## src/core/cmt_pkg.sv

```systemverilog
/*
 * Constants for the two-channel compare match interval timer: register
 * indices, field positions, reset values, prescaler masks and bus timing.
 * Assumes an APB slave whose byte address is four times a register index.
 */
package cmt_pkg;

    // ------------------------------------------------------------------
    // Register indices (byte address = 4 * index, low IDX_W bits decoded)
    // ------------------------------------------------------------------
    localparam int          IDX_W   = 10;
    localparam int          ADDR_W  = IDX_W + 2;
    localparam logic [31:0] IDX_RUN = 32'hFFFF_F710;
    localparam logic [31:0] IDX_CSR [0:1] = '{32'hFFFF_F712, 32'hFFFF_F718};
    localparam logic [31:0] IDX_CNT [0:1] = '{32'hFFFF_F714, 32'hFFFF_F71A};
    localparam logic [31:0] IDX_COR [0:1] = '{32'hFFFF_F716, 32'hFFFF_F71C};

    // ------------------------------------------------------------------
    // Fields and reset values
    // ------------------------------------------------------------------
    localparam int          CNT_W     = 16;
    localparam int          BIT_FLAG  = 7;
    localparam int          BIT_IE    = 6;
    localparam int          SEL_LO    = 0;
    localparam int          SEL_HI    = 1;
    localparam logic [15:0] RST_CNT   = 16'h0000;
    localparam logic [15:0] RST_COR   = 16'hFFFF;
    localparam logic [1:0]  RST_RUN   = 2'h0;
    localparam logic [1:0]  RST_SEL   = 2'h0;

    // ------------------------------------------------------------------
    // Prescaler
    // ------------------------------------------------------------------
    localparam int          PRE_W     = 9;
    localparam logic [8:0]  PRE_M8    = 9'h007;
    localparam logic [8:0]  PRE_M32   = 9'h01F;
    localparam logic [8:0]  PRE_M128  = 9'h07F;
    localparam logic [8:0]  PRE_M512  = 9'h1FF;
    localparam logic [1:0]  SEL_D8    = 2'h0;
    localparam logic [1:0]  SEL_D32   = 2'h1;
    localparam logic [1:0]  SEL_D128  = 2'h2;

    // ------------------------------------------------------------------
    // Bus timing: whole transfer length in cycles, setup included
    // ------------------------------------------------------------------
    localparam logic [3:0]  XFER_SHORT = 4'h4;
    localparam logic [3:0]  XFER_LONG  = 4'h8;
    localparam logic [3:0]  WAIT_SHORT = XFER_SHORT - 4'h3;
    localparam logic [3:0]  WAIT_LONG  = XFER_LONG - 4'h3;

    typedef enum logic [1:0] {
        BUS_IDLE = 2'b00,
        BUS_WAIT = 2'b01,
        BUS_DONE = 2'b10
    } cmt_bus_e;

endpackage

```

## src/core/cmt_timer.sv

```systemverilog
/*
 * Two-channel compare match interval timer with an APB register slave.
 * Assumes one clock mclk, a power-on reset rstn, and standby and manual
 * reset levels that come from logic on the same clock.
 */
`timescale 1ns/1ps
module cmt_timer #(
    parameter int ADDR_W = cmt_pkg::ADDR_W
) (
    input  wire logic                 mclk,
    input  wire logic                 rstn,
    input  wire logic                 manualRst,
    input  wire logic                 standby,
    input  wire logic                 psel,
    input  wire logic                 penable,
    input  wire logic                 pwrite,
    input  wire logic [ADDR_W-1:0]    paddr,
    input  wire logic [31:0]          pwdata,
    input  wire logic [3:0]           pstrb,
    output logic      [31:0]          prdata,
    output logic                      pready,
    output logic                      pslverr,
    output logic      [1:0]           matchIrqRequest
);
    import cmt_pkg::*;

    // ------------------------------------------------------------------
    // State
    // ------------------------------------------------------------------
    logic [1:0]            runReg;
    logic [1:0]            flagReg;
    logic [1:0]            ieReg;
    logic [1:0]            armReg;
    logic [1:0][1:0]       selReg;
    logic [1:0][CNT_W-1:0] cntReg;
    logic [1:0][CNT_W-1:0] corReg;
    logic [PRE_W-1:0]      preReg;
    cmt_bus_e              busReg;
    logic [3:0]            waitReg;
    logic [31:0]           prdataReg;
    logic                  preadyReg;
    logic                  slverrReg;
    logic [1:0]            irqReg;

    // ------------------------------------------------------------------
    // Decode and control nets
    // ------------------------------------------------------------------
    logic [ADDR_W-3:0]     idx;
    logic                  hitRun;
    logic [1:0]            hitCsr;
    logic [1:0]            hitCnt;
    logic [1:0]            hitCor;
    logic                  mapped;
    logic [31:0]           rdata;
    logic                  done;
    logic                  wrDone;
    logic                  rdDone;
    logic [15:0]           wMask;
    logic [3:0]            waitTarget;
    logic [1:0]            tick;
    logic [1:0]            matchEv;

    // ------------------------------------------------------------------
    // Helper functions
    // ------------------------------------------------------------------
    // Index match on the decoded low bits
    function automatic logic hit(input logic [ADDR_W-3:0] a,
                                 input logic [31:0] off);
        hit = (a == off[ADDR_W-3:0]);
    endfunction

    // Pulse when the selected low prescaler bits are all ones
    function automatic logic tickOf(input logic [PRE_W-1:0] pre,
                                    input logic [1:0] sel);
        logic [PRE_W-1:0] m;
        case (sel)
            SEL_D8:   m = PRE_M8;
            SEL_D32:  m = PRE_M32;
            SEL_D128: m = PRE_M128;
            default:  m = PRE_M512;
        endcase
        tickOf = ((pre & m) == m);
    endfunction

    // Byte merge keeps unstrobed bytes untouched
    function automatic logic [15:0] merge(input logic [15:0] old,
                                          input logic [15:0] wd,
                                          input logic [15:0] m);
        merge = (old & ~m) | (wd & m);
    endfunction

    // ------------------------------------------------------------------
    // Address decode and read mux
    // ------------------------------------------------------------------
    always_comb begin
        // Only the low index bits are decoded; upper bits alias
        idx    = paddr[ADDR_W-1:2];
        hitRun = hit(idx, IDX_RUN);
        for (int c = 0; c < 2; c++) begin
            hitCsr[c] = hit(idx, IDX_CSR[c]);
            hitCnt[c] = hit(idx, IDX_CNT[c]);
            hitCor[c] = hit(idx, IDX_COR[c]);
        end
        mapped = hitRun | (|hitCsr) | (|hitCnt) | (|hitCor);
    end

    always_comb begin
        // Unmapped and reserved bits read as zero
        rdata = 32'h0000_0000;
        if (hitRun) begin
            rdata[1:0] = runReg;
        end
        for (int c = 0; c < 2; c++) begin
            if (hitCsr[c]) begin
                rdata[BIT_FLAG]      = flagReg[c];
                rdata[BIT_IE]        = ieReg[c];
                rdata[SEL_HI:SEL_LO] = selReg[c];
            end
            // Counter and period read back as full 16 bits
            if (hitCnt[c]) begin
                rdata[15:0] = cntReg[c];
            end
            if (hitCor[c]) begin
                rdata[15:0] = corReg[c];
            end
        end
    end

    // A transfer completes on the edge that sees pready high
    assign done   = psel & penable & preadyReg;
    assign wrDone = done & pwrite & mapped;
    assign rdDone = done & ~pwrite & mapped;
    assign wMask  = {{8{pstrb[1]}}, {8{pstrb[0]}}};
    // Only a full-strobe write counts as a longword access
    assign waitTarget = (pwrite && pstrb == 4'hF) ? WAIT_LONG
                                                  : WAIT_SHORT;

    // ------------------------------------------------------------------
    // APB transfer timing
    // ------------------------------------------------------------------
    always_ff @(posedge mclk or negedge rstn) begin
        if (!rstn) begin
            busReg    <= BUS_IDLE;
            waitReg   <= 4'h0;
            preadyReg <= 1'b0;
            slverrReg <= 1'b0;
            prdataReg <= 32'h0000_0000;
        end else begin
            case (busReg)
                BUS_IDLE: begin
                    waitReg <= 4'h0;
                    if (psel && !penable) begin
                        busReg <= BUS_WAIT;
                    end
                end
                BUS_WAIT: begin
                    // Count access cycles; answer once the target is hit
                    if (waitReg == waitTarget) begin
                        busReg    <= BUS_DONE;
                        preadyReg <= 1'b1;
                        slverrReg <= ~mapped;
                        // Write cycles return zero data
                        prdataReg <= pwrite ? 32'h0000_0000 : rdata;
                    end else begin
                        waitReg <= waitReg + 4'h1;
                    end
                end
                BUS_DONE: begin
                    busReg    <= BUS_IDLE;
                    preadyReg <= 1'b0;
                    slverrReg <= 1'b0;
                    waitReg   <= 4'h0;
                end
                default: begin
                    busReg    <= BUS_IDLE;
                    preadyReg <= 1'b0;
                    slverrReg <= 1'b0;
                end
            endcase
        end
    end

    // ------------------------------------------------------------------
    // Prescaler, free running; manual reset restarts its phase only
    // ------------------------------------------------------------------
    always_ff @(posedge mclk or negedge rstn) begin
        if (!rstn) begin
            preReg <= '0;
        end else if (standby || manualRst) begin
            preReg <= '0;
        end else begin
            // Ticks are enables in the mclk domain, not derived clocks
            preReg <= preReg + PRE_W'(1);
        end
    end

    // ------------------------------------------------------------------
    // Shared run register
    // ------------------------------------------------------------------
    always_ff @(posedge mclk or negedge rstn) begin
        if (!rstn) begin
            runReg <= RST_RUN;
        end else if (standby) begin
            // Standby clears the run bits like power-on reset
            runReg <= RST_RUN;
        end else if (wrDone && hitRun && pstrb[0]) begin
            runReg <= pwdata[1:0];
        end
    end

    // ------------------------------------------------------------------
    // Channels
    // ------------------------------------------------------------------
    for (genvar c = 0; c < 2; c++) begin : g_chan
        logic clrFlag;
        logic csrWr;

        // Count enable for this channel, gated by its run bit
        assign tick[c]    = runReg[c] & tickOf(preReg, selReg[c]);
        // Match acts only on a tick, so the flag waits for one
        assign matchEv[c] = tick[c] & (cntReg[c] == corReg[c]);
        assign csrWr      = wrDone & hitCsr[c] & pstrb[0];
        assign clrFlag    = csrWr & ~pwdata[BIT_FLAG] & armReg[c];

        // --------------------------------------------------------------
        // Counter; manual reset has no effect here
        // --------------------------------------------------------------
        always_ff @(posedge mclk or negedge rstn) begin
            if (!rstn) begin
                cntReg[c] <= RST_CNT;
            end else if (standby) begin
                cntReg[c] <= RST_CNT;
            end else if (matchEv[c]) begin
                cntReg[c] <= RST_CNT;
            end else if (wrDone && hitCnt[c]) begin
                cntReg[c] <= merge(cntReg[c], pwdata[15:0],
                                   wMask);
            end else if (tick[c]) begin
                cntReg[c] <= cntReg[c] + 16'h0001;
            end
        end

        // --------------------------------------------------------------
        // Period constant; manual reset has no effect here
        // --------------------------------------------------------------
        always_ff @(posedge mclk or negedge rstn) begin
            if (!rstn) begin
                corReg[c] <= RST_COR;
            end else if (standby) begin
                corReg[c] <= RST_COR;
            end else if (wrDone && hitCor[c]) begin
                corReg[c] <= merge(corReg[c], pwdata[15:0], wMask);
            end
        end

        // --------------------------------------------------------------
        // Control/status: flag set wins over a coinciding clear
        // --------------------------------------------------------------
        always_ff @(posedge mclk or negedge rstn) begin
            if (!rstn) begin
                flagReg[c] <= 1'b0;
                armReg[c]  <= 1'b0;
                ieReg[c]   <= 1'b0;
                selReg[c]  <= RST_SEL;
            end else if (standby) begin
                flagReg[c] <= 1'b0;
                armReg[c]  <= 1'b0;
                ieReg[c]   <= 1'b0;
                selReg[c]  <= RST_SEL;
            end else begin
                if (matchEv[c]) begin
                    flagReg[c] <= 1'b1;
                end else if (clrFlag) begin
                    flagReg[c] <= 1'b0;
                end
                // Arm only on a completed read that returned the flag set
                if (rdDone && hitCsr[c] && prdataReg[BIT_FLAG]) begin
                    armReg[c] <= 1'b1;
                end else if (csrWr) begin
                    armReg[c] <= 1'b0;
                end
                if (csrWr) begin
                    ieReg[c]  <= pwdata[BIT_IE];
                    selReg[c] <= pwdata[SEL_HI:SEL_LO];
                end
            end
        end

        // --------------------------------------------------------------
        // One request line per channel, taken from a flop
        // --------------------------------------------------------------
        always_ff @(posedge mclk or negedge rstn) begin
            if (!rstn) begin
                irqReg[c] <= 1'b0;
            end else begin
                irqReg[c] <= flagReg[c] & ieReg[c];
            end
        end
    end

    // ------------------------------------------------------------------
    // Outputs
    // ------------------------------------------------------------------
    assign prdata          = prdataReg;
    assign pready          = preadyReg;
    assign pslverr         = slverrReg;
    assign matchIrqRequest = irqReg;

endmodule
```

## config.mk

```make
export PLATFORM = sky130hd
export DESIGN_NAME = cmt_timer
export DESIGN_NICKNAME = d
export VERILOG_FILES = /design/src/core/cmt_pkg.sv /design/src/core/cmt_timer.sv
export SDC_FILE = /design/constraint.sdc
export NUM_CORES = 1
export LEC_CHECK = 0
export BUFFER_PORTS_ARGS = -buffer_cell sky130_fd_sc_hd__buf_4
export CORE_MARGIN = 4
export CORE_UTILIZATION = 50
export CTS_BUF_LIST = sky130_fd_sc_hd__clkbuf_4 sky130_fd_sc_hd__clkbuf_8
export CTS_CLUSTER_SIZE = 24
export DETAILED_ROUTE_END_ITERATION = 7
export PLACE_DENSITY_LB_ADDON = 0.2
export SLEW_MARGIN = 20
export SYNTH_ARGS = -nofsm -noshare
export SYNTH_HDL_FRONTEND = slang
export SYNTH_SLANG_ARGS = --single-unit
```

## constraint.sdc

```tcl
create_clock -name mclk -period 2.3 [get_ports mclk]
set_clock_uncertainty 0.05 [all_clocks]
set_input_delay 0.23 -clock mclk [delete_from_list [all_inputs] [get_ports mclk]]
set_output_delay 0.23 -clock mclk [all_outputs]
set_load 0.005 [all_outputs]
```

After elaboration in Yosys (flattened, before gate mapping):

Cells that the tools add are included.

* flip-flop bits (word level): 127
* bits of input ports: 55

* add/subtract/negate cells: 4
* equality and inequality tests: 22
* mux-type cells: 57
* bitwise operators: 39
* reduce and logical (&&, ||, !) cells: 37

Operators with widths (number)
* two-way mux 16 bit: 17
* bitwise AND 16 bit: 5
* equality test 10 bit, second input constant: 7
* OR 16 bit: 4
* case mux 9 bit (3 select lines): 2
* adder 16 x 1 -> 16 bit, second input constant: 2
* equality test 16 bit: 2
* two-way mux 2 bit: 13
* bitwise AND 1 bit: 20
* bitwise AND 9 bit: 2
* equality test 9 bit: 2
* two-way mux 1 bit: 18
* NOT 16 bit: 1
* logical AND 1 bit: 12
* nonzero test 2 bit: 6
* nonzero test 3 bit: 4
* adder 9 x 1 -> 9 bit, second input constant: 1
* two-way mux 9 bit: 1
* case mux 4 bit (2 select lines): 1
* AND reduction 2 bit: 4
* nonzero test 4 bit: 2
* OR reduction 2 bit: 4
* equality test 2 x 1 -> 1 bit, second input constant: 3
* equality test 2 bit, second input constant: 3
* other kinds (13): 23

Logic depth before layout (Yosys ltp):

* depth in word-level cells: 13
* gate-level depth with buffers: 10

Least setup slack after synthesis:

OpenSTA, ideal clock, no wires.

* kind: register -> register
* start: register preadyReg, in the netlist pready
* end: register flagReg[0]
* setup time: 0.132 ns
* arrival: 1.959 ns
* data required time: 2.118 ns
* path slack: 0.159 ns
* cell stages (with the launch flop): 9
* period minus slack after synthesis: 2.141 ns
* path through: dfrtp_1 -> and4_1 -> clkbuf_2 -> nand2_1 -> or4_1 -> buf_2 -> or3b_1 -> a21oi_1 -> nor2_1

* longest elaborated chain between the ends: 8

RTL lines
* start: declaration: RTL line cmt_timer.sv:41 `logic preadyReg;`
* start signal: assignment: RTL line cmt_timer.sv:145 `preadyReg <= 1'b0;`
* start signal: assignment: RTL line cmt_timer.sv:160 `preadyReg <= 1'b1;`
* start signal: assignment: RTL line cmt_timer.sv:170 `preadyReg <= 1'b0;`
* bitwise AND 1 bit: RTL line cmt_timer.sv:130 `assign done = psel & penable & preadyReg;`
* bitwise AND 1 bit (2 in a row): RTL line cmt_timer.sv:131 `assign wrDone = done & pwrite & mapped;`
* bitwise AND 1 bit (2 in a row): RTL line cmt_timer.sv:222 `assign csrWr = wrDone & hitCsr[c] & pstrb[0];`
* bitwise AND 1 bit (2 in a row): RTL line cmt_timer.sv:223 `assign clrFlag = csrWr & ~pwdata[BIT_FLAG] & armReg[c];`
* nonzero test 3 bit (no source line)
* end signal: indexed assignment: RTL line cmt_timer.sv:261 `flagReg[c] <= 1'b0;`
* end signal: indexed assignment: RTL line cmt_timer.sv:266 `flagReg[c] <= 1'b0;`
* end signal: indexed assignment: RTL line cmt_timer.sv:272 `flagReg[c] <= 1'b1;`
* end: declaration: RTL line cmt_timer.sv:31 `logic [1:0] flagReg;`

Every way passes these cells.
A chain may end at the register's enable or synchronous reset.

Worst setup path after layout:

* start: register corReg[26] in the netlist's numbering
* end: register cntReg[29] in the netlist's numbering

* longest elaborated chain between the ends: 4
* elaborated cells between the ends (all ways): 5

RTL lines
* start: declaration: RTL line cmt_timer.sv:36 `logic [1:0][CNT_W-1:0] corReg;`
* start signal: indexed assignment: RTL line cmt_timer.sv:252 `corReg[c] <= merge(corReg[c], pwdata[15:0], wMask);`
* equality test 16 bit (*): RTL line cmt_timer.sv:221 `assign matchEv[c] = tick[c] & (cntReg[c] == corReg[c]);`
* bitwise AND 1 bit (*): RTL line cmt_timer.sv:221
* two-way mux 16 bit: RTL line cmt_timer.sv:233 `end else if (matchEv[c]) begin`
* two-way mux 16 bit: RTL line cmt_timer.sv:231 `end else if (standby) begin`
* end signal: indexed assignment: RTL line cmt_timer.sv:236 `cntReg[c] <= merge(cntReg[c], pwdata[15:0],`
* end signal: indexed assignment: RTL line cmt_timer.sv:239 `cntReg[c] <= cntReg[c] + 16'h0001;`
* end: declaration: RTL line cmt_timer.sv:35 `logic [1:0][CNT_W-1:0] cntReg;`

Mark *: on every way between the ends. The rest lies on a longest branch, timed or not.

==> impl_metrics.json <==
{
  "busiest_layer": "met2",
  "firstDrtPassIters": 5,
  "synth_area_sq_mm": 0.007039,
  "tritoncts": "yes",
  "critPathArrivalTime_ns": 2.46,
  "use_met3": 0.04337,
  "rsz0062_at_grt": "yes",
  "dieArea_sq_mm": 0.01604,
  "max_slew_margin": 0.5742,
  "finalSetupViolations": 0,
  "fin_area_sq_mm": 0.008523,
  "io_pins": 91,
  "die_h_um": 126.7,
  "drtIter0Drc": 753,
  "dp.cells": 1067,
  "maxCapViolCount": 0,
  "p_leak_nw": 3.553,
  "die_x_um": 126.7,
  "numCtsBuffers": 9,
  "reg2reg_to": "cntReg[29]$_DFFE_PN0P_",
  "hp-start": "pwdata[13]",
  "tightest_slew_ns": 0.6352,
  "drt-total-wl_um": 22320,
  "track_usage": 0.2796,
  "status": "finished clean",
  "syn-mean-instance-area_sq_um": 8.899,
  "start_util": 0.5091,
  "async_flop_share": 1.000,
  "grt_pass1_vias": 6424,
  "critPathCaptureType": "register",
  "grt_max_degree": 53,
  "syn_inst": 791,
  "rows": 43,
  "hold_depth": 3,
  "clock_latency_ns": 0.39,
  "layout_common_cells": "151 x buf_4, 112 x nand2_1, 79 x dfrtp_1",
  "core_sq_mm": 0.01383,
  "syn_to_final_growth_pct": 21.08,
  "antenna_found_initial": 0,
  "insertedDiodeCount": 0,
  "crit_path_max_fanout": 5,
  "finalNetCount": 964,
  "ir_drop_mv": 0.2927,
  "wire_per_inst_um": 20.50,
  "finalCriticalPeriod_ns": 2.253,
  "crit_type": "reg2reg",
  "r2r_slack_ns": 0.05,
  "final_cells": 1089,
  "rr_startpoint": "corReg[26]$_DFFE_PN1P_",
  "post_route_cells_drive_above_1_share": 0.2607,
  "grt_use_met1": 0.3958,
  "cts_max_level": 3,
  "dominantRegCellSynth": "dfrtp_1",
  "drv_slew": 0,
  "cts_num_sinks": 111,
  "routabilityCongestion": 0.9658,
  "place_hpwl_um": 16980,
  "drtAntennaViolNets": 0,
  "hold_path.class": "in2reg",
  "fmaxAchievable_ghz": 0.4438,
  "port_buffers": 56,
  "powerDensity_mw_per_mm2": 480.3,
  "synth-edff-count": 0,
  "clockBufferDepth": 2,
  "final_common_cell": "buf_4",
  "grt_pass1_wl_um": 35560,
  "ys_seq_area_frac": 0.4003,
  "required_ns": 2.51,
  "viasPerCell": 6.202,
  "min_to": "corReg[13]$_DFFE_PN1P_",
  "startpoint_type": "register",
  "root_buffer": "clkbuf_8",
  "grt_util_met2": 0.4449,
  "hold_violations": 0,
  "drc": 0,
  "yosysWarnings": 0,
  "worstRegToRegCells": 9,
  "grt_overflow": 0,
  "dpl_cell_area_sq_mm": 0.008199,
  "synth_cell_types": 68,
  "synth_seq_cells": 111,
  "fin_crit_sh": 0.9796,
  "cts.clk_slew.worst_paths_ns": 0.11,
  "vias": 6754
}
## per-stage QoR
step	setup WS, ns	hold WS [ns]	utilization	TNS (ns)	total power, mW
after floorplan	0.1595	-0.1156	-	0	2.382
after global placement	-0.02296	0.1448	0.5930	-0.05599	2.642
after detailed placement	-0.02380	0.1479	0.5930	-0.02872	2.667
after CTS	0.06367	0.02940	0.6122	0	4.100
after global routing	-0.04086	0.05770	0.6164	-0.1468	4.254
final	0.04686	0.04775	0.6164	0	4.094
## worst max-delay path by stage
| stage | startpoint | cells after the start | endpoint |
|---|---|---|---|
| 6_report | corReg[26]$_DFFE_PN1P_ | 9 | cntReg[29]$_DFFE_PN0P_ |
| 5_1_grt | corReg[29]$_DFFE_PN1P_ | 8 | cntReg[28]$_DFFE_PN0P_ |
| 4_1_cts | corReg[26]$_DFFE_PN1P_ | 8 | cntReg[19]$_DFFE_PN0P_ |
| 3_5_place_dp | preReg[0]$_DFF_PN0_ | 7 | cntReg[11]$_DFFE_PN0P_ |
| 3_3_place_gp | preReg[8]$_DFF_PN0_ | 7 | cntReg[11]$_DFFE_PN0P_ |
| 2_1_floorplan | pready$_DFFE_PN0P_ | 8 | flagReg[0]$_DFFE_PN0P_ |
## synth_stat cells, types with 5 or more instances
| cell | number | area share |
|---|---|---|
| a211oi_1 | 6 | 0.0064 |
| o22ai_1 | 11 | 0.0098 |
| and2_1 | 8 | 0.0071 |
| buf_2 | 11 | 0.0078 |
| nor2_1 | 46 | 0.025 |
| nand3_1 | 25 | 0.018 |
| nor2b_1 | 6 | 0.0053 |
| a31oi_1 | 5 | 0.0044 |
| xor2_1 | 36 | 0.045 |
| a311oi_1 | 6 | 0.0075 |
| buf_4 | 16 | 0.017 |
| o221ai_1 | 9 | 0.011 |
| nor2_2 | 5 | 0.0044 |
| and3_1 | 7 | 0.0062 |
| nor4_1 | 8 | 0.0071 |
| o21ai_0 | 41 | 0.029 |
| nand4_1 | 17 | 0.015 |
| o211ai_1 | 7 | 0.0075 |
| a22oi_1 | 11 | 0.012 |
| dfrtp_1 | 79 | 0.28 |
| dfstp_2 | 32 | 0.12 |
| a21o_1 | 9 | 0.0096 |
| a21oi_1 | 34 | 0.024 |
| nand2b_1 | 8 | 0.0071 |
| mux2i_1 | 56 | 0.080 |
| o21a_1 | 5 | 0.0053 |
| nor3_1 | 12 | 0.0085 |
| mux2_2 | 6 | 0.0096 |
| nand2_1 | 112 | 0.060 |
| or2_2 | 7 | 0.0062 |
| o31ai_1 | 19 | 0.020 |
| inv_1 | 15 | 0.0080 |
| or3_1 | 8 | 0.0071 |
| clkbuf_1 | 41 | 0.022 |
| ha_1 | 5 | 0.0089 |
## kinds of logic (layout without fill, tap and decap cells)
logic type	count (synthesis)	after routing	synth area share
compound gates	195	195	0.1873
xor+xnor	40	40	0.04977
fa+ha+maj	5	5	0.008887
buf+inv	87	190	0.05706
flops	111	111	0.4003
mux	63	63	0.09243
other cells	1	16	0.0005327
simple gates	289	289	0.2037
## layer usage
| layer | vias up | part of all wire |
|---|---|---|
| met5 | - | 0 |
| met3 | 46 | 0.081 |
| li1 | 3054 | - |
| met4 | 0 | 0.024 |
| met1 | 3321 | 0.43 |
| met2 | 333 | 0.47 |
## where the power goes
group          internal [mW]  leakage [nW]  switching, mW
Clock                  0.765         0.119          0.691
Sequential              2.00          1.43         0.0490
Combinational          0.242          2.00          0.343
## repair_timing
item                                    CTS  global route
buffers inserted                          0             5
endpoints found under the setup margin    7            17
pin swaps                                 0             3
endpoints found under the hold margin    20             0
gates resized for setup                   1             5
hold buffers                              1             0
## cell type report
type / count / area [sq um]
clock buffer: 11 / 145.1
clock inverter: 5 / 105.1
fill: 1165 / 5304
inverter: 15 / 56.30
multi-input combinational: 608 / 3899
sequential: 111 / 2818
tap: 180 / 225.2
timing repair buffer: 159 / 1275
## sequential cells by signal (all words and copies together) (netlist names)
signal	cells
cntReg	32
corReg	32
prdata	16
preReg	9
selReg	4
waitReg	4
armReg	2
busReg	2
flagReg	2
ieReg	2
matchIrqRequest	2
runReg	2
pready	1
pslverr	1
## worst max-delay path: stages (launching register included)
cell and delay (ns):
dfstp_2 0.57, xor2_1 0.08, nor4_1 0.28, buf_4 0.15
nand4_1 0.25, buf_4 0.24, buf_4 0.13, o21a_1 0.09
o211ai_1 0.15, o21ai_0 0.13
No activity file was read; power rests on OpenSTA's default activity.
